### config.mk
export PLATFORM = sky130hd
export DESIGN_NAME = rsp_cmd_port
export DESIGN_NICKNAME = d
export VERILOG_FILES = /design/src/verilog/rsp_pkg.sv /design/src/verilog/rsp_cmd_port.sv
export SDC_FILE = /design/constraint.sdc
export NUM_CORES = 1
export LEC_CHECK = 0
export ABC_AREA = 1
export BUFFER_PORTS_ARGS = -buffer_cell sky130_fd_sc_hd__buf_2
export CORE_ASPECT_RATIO = 0.6
export CORE_MARGIN = 1
export CORE_UTILIZATION = 66
export DETAILED_ROUTE_END_ITERATION = 7
export GPL_ROUTABILITY_DRIVEN = 0
export PLACE_DENSITY = 0.86
export SLEW_MARGIN = 40
export SYNTH_ARGS = -nofsm -noshare
export SYNTH_HDL_FRONTEND = slang
export SYNTH_SLANG_ARGS = --single-unit
### constraint.sdc
create_clock -name MCLK -period 24.7 [get_ports MCLK]
set_input_delay 4.94 -clock MCLK [delete_from_list [all_inputs] [get_ports MCLK]]
set_output_delay 4.94 -clock MCLK [all_outputs]
set_load 0.01 [all_outputs]
### src/verilog/rsp_pkg.sv
// Purpose: Shared constants for the remote status port command handler.
// Assumes: Characters are 8-bit ASCII codes.
// Notes:   Frame control codes, port field positions and command limits.
package rsp_pkg;
  localparam logic [7:0] CH_STX   = 8'h02;
  localparam logic [7:0] CH_ETX   = 8'h03;
  localparam logic [7:0] CH_EOT   = 8'h04;
  localparam logic [7:0] CH_ENQ   = 8'h05;
  localparam logic [7:0] CH_ACK   = 8'h06;
  localparam logic [7:0] CH_NAK   = 8'h15;
  localparam logic [7:0] CH_SPACE = 8'h20;
  localparam logic [7:0] CH_ZERO  = 8'h30;
  localparam logic [7:0] CH_ONE   = 8'h31;
  localparam logic [7:0] CH_NINE  = 8'h39;
  localparam logic [7:0] CH_UPA   = 8'h41;
  localparam logic [7:0] CH_UPF   = 8'h46;
  localparam logic [7:0] CH_GT    = 8'h3e;
  localparam logic [7:0] HEX_LOW  = 8'h30;
  localparam logic [7:0] HEX_HIGH = 8'h37;

  localparam int ADDR_ZEROS  = 4;
  localparam int PAYLOAD_MAX = 5;
  localparam int REPLY_MAX   = 10;

  localparam logic [6:0] LEVEL_MAX   = 7'h64;
  localparam logic [6:0] LEVEL_RESET = 7'h00;
  localparam logic [7:0] DAC_RESET   = 8'h00;

  localparam int MP_HEATER  = 0;
  localparam int MP_SPARE_A = 1;
  localparam int MP_EVAP    = 2;
  localparam int MP_SPARE_B = 3;
  localparam int MP_VALVE   = 4;
  localparam int JMP_EVAP   = 3;

  typedef enum logic [3:0] {
    RSP_CMD_NONE,
    RSP_CMD_HEATER,
    RSP_CMD_STATUS,
    RSP_CMD_LEVEL,
    RSP_CMD_EVAP_SW,
    RSP_CMD_MAIN,
    RSP_CMD_DAC,
    RSP_CMD_INTERNAL,
    RSP_CMD_JUMPER
  } rsp_cmd_e;
endpackage

### src/verilog/rsp_cmd_port.sv
// Purpose: Framed ASCII command interpreter for heater, evaporator, ports.
// Assumes: Characters arrive deserialised; replies leave one per handshake.
// Notes:   One request is served at a time; input stalls while replying.
`timescale 1ns/1ps
module rsp_cmd_port
  import rsp_pkg::*;
(
  input  wire logic       MCLK,
  input  wire logic       RST_N,
  input  wire logic [7:0] RX_DATA,
  input  wire logic       RX_VALID,
  output logic            RX_READY,
  output logic [7:0]      TX_DATA,
  output logic            TX_VALID,
  input  wire logic       TX_READY,
  input  wire logic       EVAP_ATTACHED,
  input  wire logic       GAS_MISSING,
  input  wire logic       OVERHEAT,
  input  wire logic       EXCH_ATTACHED,
  input  wire logic       LN2_REFILL,
  input  wire logic       LN2_EMPTY,
  input  wire logic       BOOSTER_ATTACHED,
  input  wire logic [3:0] VALVE_JUMPER,
  output logic            HEATER_ON,
  output logic            EVAP_HEATER_ON,
  output logic            SPARE_OUTPUT_A,
  output logic            SPARE_OUTPUT_B,
  output logic [3:0]      VALVE_OUT,
  output logic [7:0]      EVAP_DAC_CODE,
  output logic [6:0]      EVAP_POWER_LEVEL
);

  typedef enum logic [3:0] {
    ST_IDLE, ST_ADDR, ST_FIRST, ST_RCMD1, ST_RENQ,
    ST_WCMD0, ST_WCMD1, ST_WDATA, ST_WBCC, ST_EXEC, ST_SEND
  } rsp_state_e;

  rsp_state_e  state;
  rsp_cmd_e    cmd;
  logic [7:0]  cmd_c0;
  logic [7:0]  cmd_c1_q;
  logic [2:0]  addr_cnt;
  logic        is_write;
  logic        bad;
  logic [7:0]  pay [PAYLOAD_MAX];
  logic [2:0]  pay_len;
  logic [7:0]  rx_bcc;
  logic [7:0]  rep [REPLY_MAX];
  logic [3:0]  rep_len;
  logic [3:0]  tx_idx;
  logic        init_done;
  logic [7:0]  main_port;

  logic        take;
  logic [7:0]  next_rep [REPLY_MAX];
  logic [3:0]  next_rep_len;
  logic        wr_main;
  logic        wr_dac;
  logic        wr_level;
  logic        wr_heater;
  logic        wr_evap;
  logic [7:0]  hex_byte;
  logic        hex_ok;
  logic        bit_ok;
  logic [9:0]  dec_val;
  logic        dec_ok;
  logic [15:0] status_word;
  logic [7:0]  internal_port;
  logic [7:0]  jumper_port;
  logic [7:0]  read_byte;

  function automatic logic [7:0] hex_char(input logic [3:0] n);
    hex_char = (n < 4'ha) ? HEX_LOW + {4'h0, n} : HEX_HIGH + {4'h0, n};
  endfunction

  function automatic logic [4:0] hex_val(input logic [7:0] c);
    if (c >= CH_ZERO && c <= CH_NINE)
      hex_val = {1'b1, c[3:0]};
    else if (c >= CH_UPA && c <= CH_UPF)
      hex_val = {1'b1, c[3:0] + 4'h9};
    else
      hex_val = 5'h00;
  endfunction

  function automatic rsp_cmd_e decode(input logic [7:0] a,
                                      input logic [7:0] b);
    unique case ({a, b})
      "HP":    decode = RSP_CMD_HEATER;
      "IS":    decode = RSP_CMD_STATUS;
      "NH":    decode = RSP_CMD_LEVEL;
      "NP":    decode = RSP_CMD_EVAP_SW;
      "P1":    decode = RSP_CMD_MAIN;
      "P2":    decode = RSP_CMD_DAC;
      "P3":    decode = RSP_CMD_INTERNAL;
      "P4":    decode = RSP_CMD_JUMPER;
      default: decode = RSP_CMD_NONE;
    endcase
  endfunction

  assign take = RX_VALID && RX_READY;

  // Live input sampling; nothing is latched between requests
  assign status_word = {5'h00, BOOSTER_ATTACHED, 1'b1,
                        main_port[MP_EVAP],
                        LN2_EMPTY, LN2_REFILL, EXCH_ATTACHED, OVERHEAT,
                        GAS_MISSING, EVAP_ATTACHED, 1'b0,
                        main_port[MP_HEATER]};
  assign internal_port = {LN2_EMPTY, LN2_REFILL, EXCH_ATTACHED,
                          OVERHEAT, GAS_MISSING, EVAP_ATTACHED,
                          BOOSTER_ATTACHED, main_port[MP_HEATER]};
  assign jumper_port = {VALVE_JUMPER, main_port[MP_EVAP], 3'h0};

  // Payload checks
  always_comb begin
    logic [4:0] hi;
    logic [4:0] lo;
    logic       lead;
    hi = hex_val(pay[0]);
    lo = hex_val(pay[1]);
    hex_ok = (pay_len == 3'd2) && hi[4] && lo[4];
    hex_byte = {hi[3:0], lo[3:0]};
    bit_ok = (pay_len == 3'd1) &&
             (pay[0] == CH_ZERO || pay[0] == CH_ONE);
    dec_val = 10'h000;
    dec_ok = (pay_len != 3'd0);
    lead = 1'b1;
    for (int i = 0; i < PAYLOAD_MAX; i++) begin
      if (i < int'(pay_len)) begin
        if (lead && pay[i] == CH_SPACE) begin
          dec_val = dec_val;
        end else if (pay[i] >= CH_ZERO && pay[i] <= CH_NINE &&
                     dec_val <= 10'h00a) begin
          lead = 1'b0;
          dec_val = 10'((dec_val * 10'd10) + {6'h00, pay[i][3:0]});
        end else begin
          dec_ok = 1'b0;
        end
      end
    end
    if (dec_val > {3'h0, LEVEL_MAX})
      dec_ok = 1'b0;
  end

  // Reply assembly and write decode for the request just completed
  always_comb begin
    logic [7:0] bcc;
    logic [1:0] dlen;
    logic [3:0] n;
    logic [6:0] lvl;
    for (int i = 0; i < REPLY_MAX; i++)
      next_rep[i] = 8'h00;
    next_rep_len = 4'd1;
    wr_main = 1'b0;
    wr_dac = 1'b0;
    wr_level = 1'b0;
    wr_heater = 1'b0;
    wr_evap = 1'b0;
    read_byte = 8'h00;
    dlen = 2'd0;
    bcc = 8'h00;
    n = 4'd0;
    lvl = EVAP_POWER_LEVEL;
    next_rep[0] = CH_NAK;
    next_rep[1] = cmd_c0;
    if (cmd == RSP_CMD_NONE || bad) begin
      next_rep[0] = CH_NAK;
    end else if (is_write) begin
      // Writes land only once the whole frame and its check are in
      unique case (cmd)
        RSP_CMD_HEATER:  wr_heater = bit_ok && state == ST_EXEC;
        RSP_CMD_EVAP_SW: wr_evap = bit_ok && state == ST_EXEC;
        RSP_CMD_LEVEL:   wr_level = dec_ok && state == ST_EXEC;
        RSP_CMD_MAIN:    wr_main = hex_ok && state == ST_EXEC;
        RSP_CMD_DAC:     wr_dac = hex_ok && state == ST_EXEC;
        default:         wr_main = 1'b0;
      endcase
      if (wr_heater || wr_evap || wr_level || wr_main || wr_dac)
        next_rep[0] = CH_ACK;
    end else begin
      next_rep[0] = CH_STX;
      unique case (cmd)
        RSP_CMD_HEATER: begin
          next_rep[3] = CH_ZERO | {7'h00, main_port[MP_HEATER]};
          dlen = 2'd1;
        end
        RSP_CMD_EVAP_SW: begin
          next_rep[3] = CH_ZERO | {7'h00, main_port[MP_EVAP]};
          dlen = 2'd1;
        end
        RSP_CMD_LEVEL: begin
          next_rep[3] = (lvl == LEVEL_MAX) ? CH_ONE : CH_SPACE;
          next_rep[4] = (lvl < 7'd10) ? CH_SPACE :
                        CH_ZERO + 8'(7'((lvl % 7'd100) / 7'd10));
          next_rep[5] = CH_ZERO + 8'(7'(lvl % 7'd10));
          dlen = 2'd3;
        end
        default: begin
          dlen = 2'd0;
        end
      endcase
      if (dlen == 2'd0) begin
        unique case (cmd)
          RSP_CMD_MAIN:     read_byte = main_port;
          RSP_CMD_DAC:      read_byte = EVAP_DAC_CODE;
          RSP_CMD_INTERNAL: read_byte = internal_port;
          RSP_CMD_JUMPER:   read_byte = jumper_port;
          default:          read_byte = 8'h00;
        endcase
        next_rep[3] = CH_GT;
        if (cmd == RSP_CMD_STATUS) begin
          next_rep[4] = hex_char(status_word[15:12]);
          next_rep[5] = hex_char(status_word[11:8]);
          next_rep[6] = hex_char(status_word[7:4]);
          next_rep[7] = hex_char(status_word[3:0]);
        end else begin
          next_rep[4] = CH_ZERO;
          next_rep[5] = CH_ZERO;
          next_rep[6] = hex_char(read_byte[7:4]);
          next_rep[7] = hex_char(read_byte[3:0]);
        end
        n = 4'd8;
      end else begin
        n = 4'd3 + {2'b00, dlen};
      end
      next_rep[2] = cmd_c1_q;
      next_rep[n] = CH_ETX;
      for (int i = 1; i < REPLY_MAX; i++)
        if (i <= int'(n))
          bcc = bcc ^ next_rep[i];
      next_rep[n + 4'd1] = bcc;
      next_rep_len = n + 4'd2;
    end
  end

  // Frame parser and reply sequencer
  always_ff @(posedge MCLK or negedge RST_N) begin
    if (!RST_N) begin
      state <= ST_IDLE;
      cmd <= RSP_CMD_NONE;
      cmd_c0 <= 8'h00;
      cmd_c1_q <= 8'h00;
      addr_cnt <= 3'd0;
      is_write <= 1'b0;
      bad <= 1'b0;
      pay_len <= 3'd0;
      rx_bcc <= 8'h00;
      rep_len <= 4'd0;
      tx_idx <= 4'd0;
      RX_READY <= 1'b0;
      TX_VALID <= 1'b0;
      TX_DATA <= 8'h00;
      for (int i = 0; i < PAYLOAD_MAX; i++)
        pay[i] <= 8'h00;
      for (int i = 0; i < REPLY_MAX; i++)
        rep[i] <= 8'h00;
    end else begin
      RX_READY <= init_done && state != ST_EXEC && state != ST_SEND;
      if (take && RX_DATA == CH_EOT && state != ST_WBCC) begin
        state <= ST_ADDR;
        addr_cnt <= 3'd0;
        bad <= 1'b0;
        pay_len <= 3'd0;
      end else if (take) begin
        unique case (state)
          ST_IDLE: state <= ST_IDLE;
          ST_ADDR: begin
            if (RX_DATA != CH_ZERO)
              bad <= 1'b1;
            addr_cnt <= addr_cnt + 3'd1;
            if (addr_cnt == 3'(ADDR_ZEROS - 1))
              state <= ST_FIRST;
          end
          ST_FIRST: begin
            is_write <= (RX_DATA == CH_STX);
            rx_bcc <= 8'h00;
            cmd_c0 <= RX_DATA;
            state <= (RX_DATA == CH_STX) ? ST_WCMD0 : ST_RCMD1;
          end
          ST_RCMD1, ST_WCMD1: begin
            cmd_c1_q <= RX_DATA;
            cmd <= decode(cmd_c0, RX_DATA);
            rx_bcc <= rx_bcc ^ RX_DATA;
            state <= (state == ST_RCMD1) ? ST_RENQ : ST_WDATA;
          end
          ST_RENQ: begin
            if (RX_DATA == CH_ENQ)
              state <= ST_EXEC;
            else
              bad <= 1'b1;
          end
          ST_WCMD0: begin
            cmd_c0 <= RX_DATA;
            rx_bcc <= RX_DATA;
            state <= ST_WCMD1;
          end
          ST_WDATA: begin
            rx_bcc <= rx_bcc ^ RX_DATA;
            if (RX_DATA == CH_ETX) begin
              state <= ST_WBCC;
            end else if (pay_len == 3'(PAYLOAD_MAX)) begin
              bad <= 1'b1;
            end else begin
              pay[pay_len] <= RX_DATA;
              pay_len <= pay_len + 3'd1;
            end
          end
          ST_WBCC: begin
            if (RX_DATA != rx_bcc)
              bad <= 1'b1;
            state <= ST_EXEC;
          end
          default: state <= state;
        endcase
      end else if (state == ST_EXEC) begin
        for (int i = 0; i < REPLY_MAX; i++)
          rep[i] <= next_rep[i];
        rep_len <= next_rep_len;
        TX_DATA <= next_rep[0];
        TX_VALID <= 1'b1;
        tx_idx <= 4'd1;
        RX_READY <= 1'b0;
        state <= ST_SEND;
      end else if (state == ST_SEND && TX_READY) begin
        if (tx_idx == rep_len) begin
          TX_VALID <= 1'b0;
          state <= ST_IDLE;
        end else begin
          TX_DATA <= rep[tx_idx];
          tx_idx <= tx_idx + 4'd1;
        end
      end
    end
  end

  // Valve jumpers are caught on the first edge after reset release
  always_ff @(posedge MCLK or negedge RST_N) begin
    if (!RST_N) begin
      init_done <= 1'b0;
      main_port <= 8'h00;
    end else if (!init_done) begin
      init_done <= 1'b1;
      main_port[7:MP_VALVE] <= VALVE_JUMPER;
    end else if (wr_main) begin
      main_port <= hex_byte;
    end else if (wr_heater) begin
      main_port[MP_HEATER] <= pay[0][0];
    end else if (wr_evap) begin
      main_port[MP_EVAP] <= pay[0][0];
    end
  end

  always_ff @(posedge MCLK or negedge RST_N) begin
    if (!RST_N) begin
      EVAP_DAC_CODE <= DAC_RESET;
      EVAP_POWER_LEVEL <= LEVEL_RESET;
    end else begin
      if (wr_dac)
        EVAP_DAC_CODE <= hex_byte;
      if (wr_level)
        EVAP_POWER_LEVEL <= dec_val[6:0];
    end
  end

  // Pin outputs follow the main port from a flop of their own
  always_ff @(posedge MCLK or negedge RST_N) begin
    if (!RST_N) begin
      HEATER_ON <= 1'b0;
      EVAP_HEATER_ON <= 1'b0;
      SPARE_OUTPUT_A <= 1'b0;
      SPARE_OUTPUT_B <= 1'b0;
      VALVE_OUT <= 4'h0;
    end else begin
      HEATER_ON <= main_port[MP_HEATER];
      EVAP_HEATER_ON <= main_port[MP_EVAP];
      SPARE_OUTPUT_A <= main_port[MP_SPARE_A];
      SPARE_OUTPUT_B <= main_port[MP_SPARE_B];
      VALVE_OUT <= main_port[7:MP_VALVE];
    end
  end

endmodule

==> impl_metrics.csv <==
group,metric,value,unit
pwr,p_per_area,85.3,nW/µm²
synth,yosys_register_bits,205,
sta,fin_crit_sh,36.0,%
final_layout,finalNetCount,2008,
sta,timing.fmax,112,MHz
floorplan,start_util,68.8,%
clocking,cts-buffers-inserted,20,
synth,synth_area_per_cell,7.57,µm²
critical_path,cp_slowest_cell,"dfrtp_1",
final_layout,fillCellCount,1509,
critical_path,reg2reg_depth,48,
synth,yosysWarnings,0,
sta,relSlewSlack,34.7,%
critical_path,required,25140,ps
global_route,globalRouteTotalUtil,38.6,%
min_path,hp-start,"main_port[1]$_DFFE_PN0P_",
critical_path,critPathMaxStageDelay,480,ps
sta,final_max_slew_viol_count,0,
placement,numPortBuffers,55,
final_layout,drive_gt1_share,9.66,%
clocking,cts-root-buf,"clkbuf_16",
synth,synth_edf_count,0,
critical_path,rr_startpoint,"pay[33]$_DFFE_PN0P_",
synth,yosysUniqueCellTypes,67,
clocking,tritoncts,"built",
min_path,min_path_type,"flop to flop",
sta,hold_ws,390,ps
sta,setup_viol,0,
sta,setup_tns,0,ps
clocking,cts_buffer_depth,3,
sta,tightest_slew,969,ps
critical_path,critPathCaptureType,"flop",
synth,ys_seq_area_share,36.4,%
synth,ys.flop_type,"dfrtp_1",
critical_path,crit_top_cell,"nand2_1",
clocking,cts.reportedPaths.clkPinSlew,70,ps
sta,period_needed,8890,ps
synth,synth_area,14100,µm²
global_route,use_met2,52.7,%
clocking,clk_latency,500,ps
final_layout,area_growth,8.56,%
min_path,hold_path_end,"SPARE_OUTPUT_A$_DFF_PN0_",
synth,synthCells,1861,
critical_path,r2r_end,"TX_DATA[1]$_DFFE_PN0P_",
clocking,ctsResizeCount,0,
sta,rsz0062_at_grt,"no",
global_route,overflow,0,
detailed_routing,ant_nets,0,
detailed_routing,post-route-drc-count,4,
detailed_routing,viasPerCell,6.23,
clocking,cts_max_level,1,
clocking,cts_sinks,205,
detailed_routing,drt-initial-drc-count,1831,
status,failed_checks,"design-rule violations",
status,status,"finished with violations",
detailed_routing,avgRoutedWirePerCell,18.8,µm
global_route,grtUsageMet3,16.1,%
floorplan,io_pins,56,
global_route,busiest_layer,"met1",
floorplan,core_region_area,20500,µm²
synth,synthArstFlopShare,100,%
job,drv_cap,0,
critical_path,crit_arrival,9330,ps
global_route,grt_pass1_vias,12726,
sta,finClkSkew,8.84,ps
clocking,post_cts_buffers,0,
critical_path,crit_path_start_kind,"flop",
global_route,antenna_found_initial,0,
floorplan,fp-row-count,40,
global_route,grt_pass1_wl,66100,µm
pwr,p_leak,0.00769,µW
critical_path,worstPathMaxFanout,11,
floorplan,fp.dieW,191,µm
synth,netlist.area_leader.share,36.4,%
detailed_routing,vias,13633,
synth,synth_top_cells_by_area,"dfrtp_1 (36%), nand2_1 (11%), ha_1 (6.8%)",
synth,synth_nets,1967,
final_layout,utilization,74.7,%
pwr,finalPower,1300,µW
pwr,ir_drop,0.0603,mV
critical_path,crit_type,"flop to flop",
clocking,holdBufCountCts,0,
floorplan,dieArea,21900,µm²
global_route,use_met1,56.8,%
min_path,whs_path_depth,0,
critical_path,r2r_setup_slack,15810,ps
detailed_routing,wl,41100,µm
floorplan,die_h,115,µm
detailed_routing,drtPass1Iterations,8,
placement,dpl.hpwl,30900,µm
global_route,grt_max_degree,85,
synth,yosysTopAreaCell,"dfrtp_1",
final_layout,antenna_cells,0,
sta,hold_viol,0,
==> power by group <==
group | switching [µW] | total [µW] | internal, µW
Clock | 136 | 317 | 182
Combinational | 344 | 515 | 171
Sequential | 59.4 | 471 | 412
Total | 539 | 1300 | 765
==> layer usage <==
metal  routed length, µm  part of all wire, %
met1               17800                   43
met4                 670                  1.6
met2               16100                   39
met3                6390                   16
met5                 112                 0.27
==> critical path, delay by kind of cell (launching register included) <==
family	cells	cell delay (ps)
flops	1	480
fa+ha+maj	9	2670
compound gates	3	660
simple gates	27	3510
xor+xnor	4	1010
buf+inv	5	460
==> state kept, by name (all words and copies together), names as in the netlist, 3 cells and up <==
register and count:
VALVE_OUT 4, main_port 8, cmd_c0 8, cmd_c1_q 8, rep 76, EVAP_DAC_CODE 8
pay 40, rep_len 3, state 4, cmd 4, pay_len 3, rx_bcc 8
tx_idx 4, addr_cnt 3, TX_DATA 8, EVAP_POWER_LEVEL 7
==> synth_stat cells (all sizes together), types with 2 or more instances <==
cell and count:
nor2 162, xnor2 26, o21ai 203, nor3b 2, clkbuf 43, nor4 13
a21oi 71, o211ai 22, a31oi 4, fa 7, clkinv 7, or2 4
nand3 82, inv 270, o22ai 30, a22o 5, o31ai 6, ha 76
nand3b 2, a221oi 7, o221ai 6, dfrtp 205, o21bai 6, xor2 53
nand4 38, a32o 12, and2 2, mux2 8, a22oi 2, nand2 435
a211oi 2, buf 2, o311ai 3, nor3 27, o2111ai 4, o21a 3
==> worst max path at each step <==
stage / cells after the start / slack, ps / end / startpoint
after detailed placement: 47 / 15930 / EVAP_POWER_LEVEL[6]$_DFFE_PN0P_ / pay[33]$_DFFE_PN0P_
after CTS: 48 / 15900 / TX_DATA[1]$_DFFE_PN0P_ / pay[33]$_DFFE_PN0P_
after floorplan: 49 / 16790 / EVAP_POWER_LEVEL[5]$_DFFE_PN0P_ / pay[32]$_DFFE_PN0P_
after global routing: 47 / 15200 / EVAP_POWER_LEVEL[1]$_DFFE_PN0P_ / pay[33]$_DFFE_PN0P_
final: 48 / 15810 / TX_DATA[1]$_DFFE_PN0P_ / pay[33]$_DFFE_PN0P_
after global placement: 49 / 16400 / EVAP_POWER_LEVEL[5]$_DFFE_PN0P_ / pay[33]$_DFFE_PN0P_
==> final cells by class <==
type                    count  area (µm²)  area share (%)
inverters                 277        1040            6.82
well taps                 273         342            2.23
flip-flops and latches    205        5130            33.6
clock buffers              29         606            3.96
repair buffers             64         362            2.37
multi-input cells        1334        7740            50.6
clock inverters             7        66.3           0.434
==> cell families after synthesis <==
family,synth area share (%)
flops,36.4
other cells,0.0266
simple gates,24.7
buf+inv,8.66
fa+ha+maj,7.75
compound gates,16.7
xor+xnor,5.08
mux,0.711
==> per-stage QoR <==
stage	worst slack, ps	std cells	cell area (µm²)
after global placement	16400	2153	14600
after detailed placement	15930	2153	14600
after CTS	15900	2189	15300
final	15810	2189	15300
after floorplan	16790	1861	14100
after global routing	15200	2189	15300
==> layout by cell type, fill, tap and decap left out, drive strengths merged, types with 3 or more instances in the layout <==
master	count
o2111ai	4
nand2	435
nor2	162
clkinv	11
nor4	13
o211ai	22
a31oi	4
xnor2	26
nand3	82
a22o	5
inv	271
a221oi	7
dfrtp	205
nor3	27
o22ai	30
clkbuf	31
o21bai	6
o21ai	203
o31ai	6
nand4	38
buf	62
a32o	12
or2	4
o21a	3
xor2	53
fa	7
o311ai	3
ha	76
mux2	8
o221ai	6
a21oi	71
Power figures use the tool's default switching activity.
